--- config.mk ---
export PLATFORM = sky130hd
export DESIGN_NAME = lcvc_bank
export DESIGN_NICKNAME = d
export VERILOG_FILES = /design/src/logic/lcvc_pkg.sv /design/src/logic/lcvc_counter.sv /design/src/logic/lcvc_bank.sv
export VERILOG_INCLUDE_DIRS = /design/src /design/src/logic
export SDC_FILE = /design/constraint.sdc
export NUM_CORES = 1
export LEC_CHECK = 0
export ABC_AREA = 0
export BUFFER_PORTS_ARGS = -buffer_cell sky130_fd_sc_hd__buf_2
export CAP_MARGIN = 10
export CELL_PAD_IN_SITES_DETAIL_PLACEMENT = 1
export CELL_PAD_IN_SITES_GLOBAL_PLACEMENT = 1
export CORE_UTILIZATION = 53
export CTS_CLUSTER_DIAMETER = 80
export DETAILED_ROUTE_END_ITERATION = 8
export GPL_TIMING_DRIVEN = 1
export PLACE_DENSITY_LB_ADDON = 0.3
export SKIP_LAST_GASP = 1
export SYNTH_ARGS = -nofsm -noshare
export SYNTH_HDL_FRONTEND = slang
export SYNTH_HIERARCHICAL = 1
export SYNTH_SLANG_ARGS = --single-unit
--- constraint.sdc ---
create_clock -name sys_clk_in -period 9.7 [get_ports sys_clk_in]
set_input_delay 1.94 -clock sys_clk_in [delete_from_list [all_inputs] [get_ports sys_clk_in]]
set_output_delay 1.94 -clock sys_clk_in [all_outputs]
set_load 0.05 [all_outputs]
--- src/logic/lcvc_params.svh ---
// constants for the line code violation counter bank
// Summary of operation
// - each channel counter is 16 bits; reaching full scale raises channel overflow.
// - a full counter holds ffff without wrapping until a counter reset.
// - monitor source select bit 7 picks violation activity (0) or overflow (1).
// - by default the per-channel monitor status shows violation activity.
// - readback byte shows counts only while readback enable bit 6 is set.
// - channel select 0 means none; codes 1 to 14 select channels 0 to 13.
// - the same channel select steers per-channel latch and per-channel reset.
// - reset-every-counter bit clears all counters while set; hold it 1 us.
// - latch-every-counter bit copies all 14 counters into holding registers.
// - readback half select 0 gives the low byte, 1 the high byte.
// - latch-selected bit copies only the selected counter into its holding register.
// - control bit 0 clears only the selected counter; hold it 1 us.
// - read-only readback byte shows the chosen half of the selected held count.
`ifndef LCVC_PARAMS_SVH
`define LCVC_PARAMS_SVH

// ----------------------------------------------------------------
// register map
// ----------------------------------------------------------------
`define LCVC_ADDR_CHAN_SELECT 8'he5
`define LCVC_ADDR_CONTROL 8'he6
`define LCVC_ADDR_READBACK 8'he8
`define LCVC_REG_RESET 8'h00
`define LCVC_READ_ZERO 8'h00

// ----------------------------------------------------------------
// fields
// ----------------------------------------------------------------
`define LCVC_SEL_MON_SRC 7
`define LCVC_SEL_RD_EN 6
`define LCVC_SEL_CH_HI 3
`define LCVC_SEL_CH_LO 0
`define LCVC_CH_NONE 4'h0
`define LCVC_CH_FIRST 4'h1
`define LCVC_CTRL_RST_ALL 4
`define LCVC_CTRL_LATCH_ALL 3
`define LCVC_CTRL_HALF 2
`define LCVC_CTRL_LATCH_SEL 1
`define LCVC_CTRL_RST_SEL 0

// ----------------------------------------------------------------
// counters and timing
// ----------------------------------------------------------------
`define LCVC_CHANNELS 14
`define LCVC_CNT_W 16
`define LCVC_CNT_FULL 16'hffff
`define LCVC_CNT_ZERO 16'h0000
`define LCVC_CNT_ONE 16'h0001
`define LCVC_CLK_PERIOD_NS 10
`define LCVC_RST_HOLD_NS 1000
`define LCVC_RST_HOLD_CYC ((`LCVC_RST_HOLD_NS + `LCVC_CLK_PERIOD_NS - 1) / `LCVC_CLK_PERIOD_NS)

`endif

--- src/logic/lcvc_pkg.sv ---
// types for the line code violation counter bank
`include "lcvc_params.svh"

package lcvc_pkg;

  typedef logic [7:0] lcvc_byte_t;
  typedef logic [`LCVC_CNT_W-1:0] lcvc_count_t;
  typedef logic [`LCVC_CHANNELS-1:0] lcvc_chvec_t;
  typedef lcvc_count_t [`LCVC_CHANNELS-1:0] lcvc_count_arr_t;

  // whole state of the bank top
  typedef struct packed {
    lcvc_byte_t chan_select;
    lcvc_byte_t control;
    lcvc_count_arr_t hold;
    lcvc_byte_t rdata;
    lcvc_chvec_t monitor;
  } lcvc_state_t;

  // whole state of one channel counter
  typedef struct packed {
    lcvc_count_t count;
  } lcvc_cnt_state_t;

endpackage : lcvc_pkg

--- src/logic/lcvc_counter.sv ---
// one saturating line code violation counter
`timescale 1ns/1ps
`include "lcvc_params.svh"

module lcvc_counter (
  // clock and reset
  input wire logic sys_clk_in,
  input wire logic sys_rst_in,
  // control
  input wire logic clear_in,
  input wire logic pulse_in,
  // status
  output lcvc_pkg::lcvc_count_t count_out,
  output logic full_out
);
  import lcvc_pkg::*;

  lcvc_cnt_state_t s_q;
  lcvc_cnt_state_t s_d;

  always_comb begin
    s_d = s_q;
    if (clear_in) begin
      s_d.count = `LCVC_CNT_ZERO;
    end else if (pulse_in && (s_q.count != `LCVC_CNT_FULL)) begin
      s_d.count = s_q.count + `LCVC_CNT_ONE;
    end
  end

  always_ff @(posedge sys_clk_in) begin
    if (sys_rst_in) begin
      s_q <= '0;
    end else begin
      s_q <= s_d;
    end
  end

  assign count_out = s_q.count;
  assign full_out = (s_q.count == `LCVC_CNT_FULL);

  a_sat_stays_full: assert property (@(posedge sys_clk_in) disable iff (sys_rst_in)
    (full_out && !clear_in) |=> full_out)
    else $error("saturated counter left full scale without a clear");

  a_count_step_one: assert property (@(posedge sys_clk_in) disable iff (sys_rst_in)
    (pulse_in && !clear_in && !full_out) |=> (count_out == $past(count_out) + `LCVC_CNT_ONE))
    else $error("counter did not advance by one on a violation");

  a_count_idle_hold: assert property (@(posedge sys_clk_in) disable iff (sys_rst_in)
    (!pulse_in && !clear_in) |=> $stable(count_out))
    else $error("counter moved without a violation");

  a_clear_to_zero: assert property (@(posedge sys_clk_in) disable iff (sys_rst_in)
    clear_in |=> (count_out == `LCVC_CNT_ZERO))
    else $error("cleared counter is not zero");

endmodule : lcvc_counter

--- src/logic/lcvc_bank.sv ---
// line code violation counter bank with its control registers
`timescale 1ns/1ps
`include "lcvc_params.svh"

module lcvc_bank #(
  parameter int CHANNELS = `LCVC_CHANNELS
) (
  // clock and reset
  input wire logic sys_clk_in,
  input wire logic sys_rst_in,
  // register port
  input wire lcvc_pkg::lcvc_byte_t reg_addr_in,
  input wire lcvc_pkg::lcvc_byte_t reg_wdata_in,
  input wire logic reg_wr_in,
  input wire logic reg_rd_in,
  output lcvc_pkg::lcvc_byte_t reg_rdata_out,
  // violation pulses from the line decoders
  input wire lcvc_pkg::lcvc_chvec_t lcv_pulse_in,
  // per-channel status
  output lcvc_pkg::lcvc_chvec_t monitor_status_out,
  output lcvc_pkg::lcvc_chvec_t overflow_out
);
  import lcvc_pkg::*;

  // ----------------------------------------------------------------
  // helpers
  // ----------------------------------------------------------------
  function automatic logic chan_valid(input lcvc_byte_t sel);
    logic [3:0] code;
    code = sel[`LCVC_SEL_CH_HI:`LCVC_SEL_CH_LO];
    chan_valid = (code != `LCVC_CH_NONE) && (code <= 4'(CHANNELS));
  endfunction : chan_valid

  function automatic logic [3:0] chan_index(input lcvc_byte_t sel);
    chan_index = sel[`LCVC_SEL_CH_HI:`LCVC_SEL_CH_LO] - `LCVC_CH_FIRST;
  endfunction : chan_index

  function automatic lcvc_byte_t pick_half(input lcvc_count_t value, input logic high);
    pick_half = high ? value[15:8] : value[7:0];
  endfunction : pick_half

  // ----------------------------------------------------------------
  // state
  // ----------------------------------------------------------------
  lcvc_state_t s_q;
  lcvc_state_t s_d;
  lcvc_count_arr_t counts;
  lcvc_chvec_t full;
  lcvc_chvec_t clear;
  logic sel_valid;
  logic [3:0] sel_index;
  lcvc_byte_t readback_value;

  assign sel_valid = chan_valid(s_q.chan_select);
  assign sel_index = chan_index(s_q.chan_select);

  // ----------------------------------------------------------------
  // counters
  // ----------------------------------------------------------------
  // clears act for as long as the control bit stays set, so a long hold is harmless
  always_comb begin
    for (int i = 0; i < CHANNELS; i++) begin
      clear[i] = s_q.control[`LCVC_CTRL_RST_ALL]
        || (s_q.control[`LCVC_CTRL_RST_SEL] && sel_valid && (sel_index == 4'(i)));
    end
  end

  for (genvar g = 0; g < CHANNELS; g++) begin : g_chan
    lcvc_counter lcvc_counter_i (
      .sys_clk_in(sys_clk_in),
      .sys_rst_in(sys_rst_in),
      .clear_in(clear[g]),
      .pulse_in(lcv_pulse_in[g]),
      .count_out(counts[g]),
      .full_out(full[g])
    );
  end

  // ----------------------------------------------------------------
  // readback selection
  // ----------------------------------------------------------------
  always_comb begin
    readback_value = `LCVC_READ_ZERO;
    if (s_q.chan_select[`LCVC_SEL_RD_EN] && sel_valid) begin
      readback_value = pick_half(s_q.hold[sel_index], s_q.control[`LCVC_CTRL_HALF]);
    end
  end

  // ----------------------------------------------------------------
  // next state
  // ----------------------------------------------------------------
  always_comb begin
    s_d = s_q;
    s_d.rdata = `LCVC_READ_ZERO;
    if (reg_wr_in) begin
      case (reg_addr_in)
        `LCVC_ADDR_CHAN_SELECT: s_d.chan_select = reg_wdata_in;
        `LCVC_ADDR_CONTROL: s_d.control = reg_wdata_in;
        default: s_d.rdata = `LCVC_READ_ZERO;
      endcase
    end
    if (reg_rd_in) begin
      case (reg_addr_in)
        `LCVC_ADDR_CHAN_SELECT: s_d.rdata = s_q.chan_select;
        `LCVC_ADDR_CONTROL: s_d.rdata = s_q.control;
        `LCVC_ADDR_READBACK: s_d.rdata = readback_value;
        default: s_d.rdata = `LCVC_READ_ZERO;
      endcase
    end
    // holding registers track while the latch bit is set; the last copy sticks on clear
    for (int i = 0; i < CHANNELS; i++) begin
      if (s_q.control[`LCVC_CTRL_LATCH_ALL]) begin
        s_d.hold[i] = counts[i];
      end else if (s_q.control[`LCVC_CTRL_LATCH_SEL] && sel_valid && (sel_index == 4'(i))) begin
        s_d.hold[i] = counts[i];
      end
    end
    for (int i = 0; i < CHANNELS; i++) begin
      s_d.monitor[i] = s_q.chan_select[`LCVC_SEL_MON_SRC] ? full[i] : lcv_pulse_in[i];
    end
  end

  always_ff @(posedge sys_clk_in) begin
    if (sys_rst_in) begin
      s_q <= '0;
    end else begin
      s_q <= s_d;
    end
  end

  // ----------------------------------------------------------------
  // outputs
  // ----------------------------------------------------------------
  assign reg_rdata_out = s_q.rdata;
  assign monitor_status_out = s_q.monitor;
  assign overflow_out = full;

  // ----------------------------------------------------------------
  // checks
  // ----------------------------------------------------------------
  a_overflow_at_full: assert property (@(posedge sys_clk_in) disable iff (sys_rst_in)
    (!clear[0] && lcv_pulse_in[0] && counts[0] == (`LCVC_CNT_FULL - `LCVC_CNT_ONE)) |=> overflow_out[0])
    else $error("overflow not raised when counter reached full scale");

  a_monitor_source: assert property (@(posedge sys_clk_in) disable iff (sys_rst_in)
    1'b1 |=> (monitor_status_out ==
      ($past(s_q.chan_select[`LCVC_SEL_MON_SRC]) ? $past(full) : $past(lcv_pulse_in))))
    else $error("monitor status shows the wrong source");

  a_monitor_default: assert property (@(posedge sys_clk_in) disable iff (sys_rst_in)
    (!s_q.chan_select[`LCVC_SEL_MON_SRC] && lcv_pulse_in[0]) |=> monitor_status_out[0])
    else $error("violation activity missing from monitor status");

  a_readback_gated: assert property (@(posedge sys_clk_in) disable iff (sys_rst_in)
    (reg_rd_in && reg_addr_in == `LCVC_ADDR_READBACK && !s_q.chan_select[`LCVC_SEL_RD_EN])
      |=> (reg_rdata_out == `LCVC_READ_ZERO))
    else $error("readback byte visible while readback disabled");

  a_no_channel_zero: assert property (@(posedge sys_clk_in) disable iff (sys_rst_in)
    (reg_rd_in && reg_addr_in == `LCVC_ADDR_READBACK
      && s_q.chan_select[`LCVC_SEL_CH_HI:`LCVC_SEL_CH_LO] == `LCVC_CH_NONE)
      |=> (reg_rdata_out == `LCVC_READ_ZERO))
    else $error("readback not zero with no channel selected");

  a_readback_half: assert property (@(posedge sys_clk_in) disable iff (sys_rst_in)
    (reg_rd_in && reg_addr_in == `LCVC_ADDR_READBACK && s_q.chan_select[`LCVC_SEL_RD_EN] && sel_valid)
      |=> (reg_rdata_out == ($past(s_q.control[`LCVC_CTRL_HALF]) ?
        $past(s_q.hold[sel_index][15:8]) : $past(s_q.hold[sel_index][7:0]))))
    else $error("readback byte does not match selected held half");

  a_rdata_one_cycle: assert property (@(posedge sys_clk_in) disable iff (sys_rst_in)
    !reg_rd_in |=> (reg_rdata_out == `LCVC_READ_ZERO))
    else $error("read data stood outside its cycle");

  a_latch_every: assert property (@(posedge sys_clk_in) disable iff (sys_rst_in)
    s_q.control[`LCVC_CTRL_LATCH_ALL] |=> (s_q.hold == $past(counts)))
    else $error("latch of every counter missed a channel");

  a_latch_selected: assert property (@(posedge sys_clk_in) disable iff (sys_rst_in)
    (s_q.control[`LCVC_CTRL_LATCH_SEL] && !s_q.control[`LCVC_CTRL_LATCH_ALL] && sel_valid)
      |=> (s_q.hold[$past(sel_index)] == $past(counts[sel_index])))
    else $error("selected holding register not latched");

  a_latch_none_idle: assert property (@(posedge sys_clk_in) disable iff (sys_rst_in)
    (!s_q.control[`LCVC_CTRL_LATCH_ALL] && !sel_valid) |=> $stable(s_q.hold))
    else $error("holding registers changed with no channel selected");

  a_reset_every: assert property (@(posedge sys_clk_in) disable iff (sys_rst_in)
    s_q.control[`LCVC_CTRL_RST_ALL] |=> (counts == '0))
    else $error("reset of every counter left a nonzero count");

  a_reset_selected: assert property (@(posedge sys_clk_in) disable iff (sys_rst_in)
    (s_q.control[`LCVC_CTRL_RST_SEL] && sel_valid) |=> (counts[$past(sel_index)] == `LCVC_CNT_ZERO))
    else $error("selected counter not cleared");

endmodule : lcvc_bank

Word level (Yosys, flattened, before mapping)
Cells that the tools add are included.
- $add $sub $neg: 15
- multiply operators: 0
- div/mod/pow operators: 0
- magnitude comparators: 2
- eq/ne operators: 44
- shift-type cells: 0
- muxes and demuxes: 47
- bitwise gates (word level): 1
- reduce and logical (&&, ||, !) cells: 93
- operator list (operator ; count):
    2-to-1 mux 16 bit ; 29
    adder 16 x 1 -> 16 bit, second input constant ; 14
    == test 16 bit, second input constant ; 14
    != test 16 bit, second input constant ; 14
    binary-select mux 16 bit (select 4 bit) ; 1
    logical AND 1 bit ; 46
    OR reduction 2 bit ; 15
    nonzero test 2 bit ; 14
    == test 4 bit, second input constant ; 6
    == test 8 bit, second input constant ; 3
    one-hot mux 8 bit (3 select lines) ; 1
    == test 4 x 3 -> 1 bit, second input constant ; 4
    2-to-1 mux 8 bit ; 2
    logical OR 1 bit ; 14
    2-to-1 mux 1 bit ; 14
    == test 4 x 2 -> 1 bit, second input constant ; 2
    less-than comparator 4 x 5 -> 1 bit, second input constant ; 1
    == test 4 x 1 -> 1 bit, second input constant ; 1
    <= comparator 4 bit, second input constant ; 1
    zero test 4 bit ; 1
    AND reduction 2 bit ; 2
    nonzero test 4 bit ; 1
    subtractor 4 x 1 -> 4 bit, second input constant ; 1
    inverter 1 bit ; 1
- register bits after elaboration: 486
- latch bits: 0
- bits in writable memories: 0
- memory bits (read-only): 0
- input port bits: 34
- output and inout port bits: 36
- word-level logic and storage cells: 234
- memories: 0

Depth between registers and ports, before layout
- depth in word-level cells: 6
- mapped depth: 16
- gate-level depth less buffers: 10

Cells and area by module
The synthesis kept the hierarchy.
- modules (own cells, without submodules) (module ; instances ; cells an instance ; area an instance (µm²) ; seq. area each (µm²)):
    lcvc_bank ; 1 ; 1249 ; 12230.5 ; 5245.0
    lcvc_counter ; 14 ; 97 ; 830.8 ; 320.3

Least setup slack after synthesis
OpenSTA, ideal clock, no wires.
- path type: register -> output
- from: reg g_chan[0].lcvc_counter_i.s_q, in the netlist g_chan[0].lcvc_counter_i/count_out[0]
- to: out overflow_out[0]
- arrival time: 2.061 ns
- slack: 5.699 ns
- stages on the path, launching flop included: 4
- buffers on the path: 0
- path through: dfxtp_1 > ha_1 > nand4_1 > nor4_2
- cells in the longest elaborated chain, start to end: 1
- ends and longest elaborated chain (element ; RTL line ; source):
    from (decl) ; lcvc_counter.sv:18 ; lcvc_cnt_state_t s_q;
    from (signal assigned) ; lcvc_counter.sv:32 ; s_q <= '0;
    from (signal assigned) ; lcvc_counter.sv:34 ; s_q <= s_d;
    == test 16 bit (no line) ; n/a ;
    to (decl) ; lcvc_bank.sv:21 ; output lcvc_pkg::lcvc_chvec_t overflow_out
No other way between the ends.

Worst setup path in the final report
Ends and elaborated chain as after synthesis.

==> results.sh <==
export IMPL_crit_fanout=7
export IMPL_finalHoldViolCount=0
export IMPL_area_growth_pct=7.82
export IMPL_synthFlopType="dfxtp_1"
export IMPL_nFillCells=5123
export IMPL_grt_pass1_wl_mm=116
export IMPL_path_buf_inv=1
export IMPL_synth_edf_count=0
export IMPL_rows=77
export IMPL_setup_tns_final_ps=0
export IMPL_synth_area_mm2=0.0239
export IMPL_slew_viol_final=0
export IMPL_syn_num_nets=2660
export IMPL_synth_seq_cells=486
export IMPL_yosysMostFrequentCell="dfxtp_1"
export IMPL_clkTransAtPathRegs_ps=60
export IMPL_critPathRequiredTime_ps=7760
export IMPL_routed_wl_mm=72.5
export IMPL_die_height_um=214
export IMPL_die_area_mm2=0.0459
export IMPL_fin_crit_sh_pct=48.1
export IMPL_synth_top_cell_area_share_pct=40.8
export IMPL_drv_cap=0
export IMPL_worstSetupStartpointType="flop"
export IMPL_fin_nets=2622
export IMPL_yosys_warnings=6
export IMPL_synth_area_per_cell_um2=9.15
export IMPL_ctsHtreeMaxLevel=2
export IMPL_max_stage_delay_ps=700
export IMPL_antenna_found_initial=4
export IMPL_drcViolationCount=0
export IMPL_crit_family="simple AND/OR/NAND/NOR gates"
export IMPL_die_w_um=214
export IMPL_clock_skew_ps=22.0
export IMPL_port_buffers=69
export IMPL_cts_tree="built"
export IMPL_vias=20800
export IMPL_drive_gt1_share_pct=12.6
export IMPL_syn_inst=2607
export IMPL_power_density_mw_per_mm2=161
export IMPL_post_drt_wl_per_cell_um=22.7
export IMPL_first_global_vias=21200
export IMPL_grt_overflow_total=0
export IMPL_ctsRootBufferMaster="clkbuf_16"
export IMPL_hpwl_mm=50.7
export IMPL_cp_cell_sequence="ha_1, nand4_1, nor4_2, buf_2"
export IMPL_ios=70
export IMPL_yosys_area_top_type="dfxtp_1"
export IMPL_cts_resized=0
export IMPL_grt_max_degree=169
export IMPL_end_kind="output pin"
export IMPL_synth_top_cells_by_area="dfxtp_1, mux2i_1, nor2_1, mux4_2, a21oi_1"
export IMPL_drt_iter0_drc=1705
export IMPL_antenna_left=0
export IMPL_track_usage_pct=30.9
export IMPL_core_mm2=0.0443
export IMPL_numCtsBuffers=52
export IMPL_synthTopCellsByCount="dfxtp_1, nor2_1, a21oi_1"
export IMPL_clkSinkCount=486
export IMPL_hold_slack_ps=486
export IMPL_ir_drop_v=0.000128
export IMPL_hold_buffers=0
export IMPL_dr_pass1_iters=5
export IMPL_gp_congestion=0.902
export IMPL_synth_async_reset_ratio_pct=0
export IMPL_regArea_mm2=0.00974
export IMPL_relSlewSlack_pct=23.0
export IMPL_max_freq_mhz=214
export IMPL_path_class="flop to output pin"
export IMPL_cp_slowest_cell="nor4_2"
export IMPL_yosysUniqueCellTypes=73
export IMPL_initial_core_util_pct=53.8
export IMPL_status="complete, no violations"
export IMPL_yosysSeqAreaShare_pct=40.8
export IMPL_rsz0062_at_grt="no"
export IMPL_tightestPinTransition_ps=1150
export IMPL_via_per_inst=6.50
export IMPL_cts_setup_buffers=0
export IMPL_setup_violations=0
export IMPL_multi_input_area_mm2=0.0129
export IMPL_total_leakage_power_nw=9.68
export IMPL_period_minus_slack_ps=4660
export IMPL_clock_latency_ps=610
export IMPL_hold_path_class="flop to flop"
export IMPL_clk_path_buf_depth=3
export IMPL_cp_arrival_ps=2720
per-stage QoR:
| stage | util [%] | power (mW) | worst slack, ps | area (µm²) | cells |
|---|---|---|---|---|---|
| after global routing | 58.0 | 4.27 | 4870 | 25700 | 3199 |
| final | 58.1 | 4.15 | 5040 | 25700 | 3200 |
| after floorplan | - | 2.16 | 5700 | 23900 | 2607 |
| after global placement | 54.2 | 2.19 | 5800 | 24000 | 3104 |
| after CTS | 58.0 | 4.18 | 5020 | 25700 | 3195 |
| after detailed placement | 54.2 | 2.20 | 5700 | 24000 | 3104 |
path summary, 6_finish.rpt:
check | from | to | slack (ps) | depth (start not counted)
setup reg to reg | s_q[254]$_SDFFE_PP0P_ | reg_rdata_out[4]$_SDFF_PP0_ | 6050 | 7
hold / removal | s_q[170]$_SDFFE_PP0P_ | s_q[170]$_SDFFE_PP0P_ | 490 | 2
hold reg to reg | s_q[170]$_SDFFE_PP0P_ | s_q[170]$_SDFFE_PP0P_ | 490 | 2
setup / recovery | g_chan[0].lcvc_counter_i/count_out[0]$_SDFFE_PP0P_ | overflow_out[0] | 5040 | 4
area by class of cell:
cell class,count,area share [%]
multi-input cells,1900,50.2
flip-flops and latches,486,37.8
clock buffers,79,6.12
well taps,592,2.88
repair buffers,80,1.75
inverters,49,0.715
clock inverters,12,0.496
diodes,2,0.0195
cell families (layout without fill, tap and decap cells):
logic type | after synthesis | count (layout) | synth area share [%]
AO/OA/AOI/OAI | 611 | 611 | 17.6
multiplexers | 236 | 236 | 12.5
flip-flops | 486 | 486 | 40.8
adder cells (fa/ha/maj) | 19 | 19 | 0.996
buffers and inverters | 221 | 220 | 5.14
AND/OR/NAND/NOR | 1006 | 1006 | 21.9
other | 0 | 2 | 0
XOR/XNOR | 28 | 28 | 1.03
sequential cells by signal, summed over array words and instances, names as in the netlist:
register                         count
reg_rdata_out                        8
s_q                                240
g_chan.lcvc_counter_i/count_out    224
monitor_status_out                  14
power breakdown:
| group | switching, mW | internal (mW) |
|---|---|---|
| Sequential | 0.0187 | 2.01 |
| Combinational | 0.0879 | 0.0362 |
| Clock | 0.832 | 1.17 |
worst min-delay path: cells and delay by family (launching register included):
family          cells  cell delay (ps)
flops               1              310
simple gates        1               70
compound gates      1               50
placed cells by master, fill, tap and decap left out, types with 16 or more instances in the layout:
master	count
o31ai_1	56
buf_2	68
and3_1	33
mux4_2	48
or4_1	56
a41o_1	16
nor3_1	42
nand2_1	132
inv_1	48
nand4_1	99
dfxtp_1	483
nor2_1	299
nand3_1	167
o21ai_0	168
mux2_2	16
a21oi_1	209
clkbuf_16	54
or2_2	37
ha_1	18
mux2i_1	172
or3_1	71
layer usage:
layer	vias to the layer above	track usage [%]	share of wire [%]
met5	-	0	0.018
met4	2	10.2	3.0
met3	138	3.59	4.4
met2	516	54.4	50
met1	10500	39.4	43
li1	9669	-	-
Note: power is estimated with default switching activity, not from simulation.
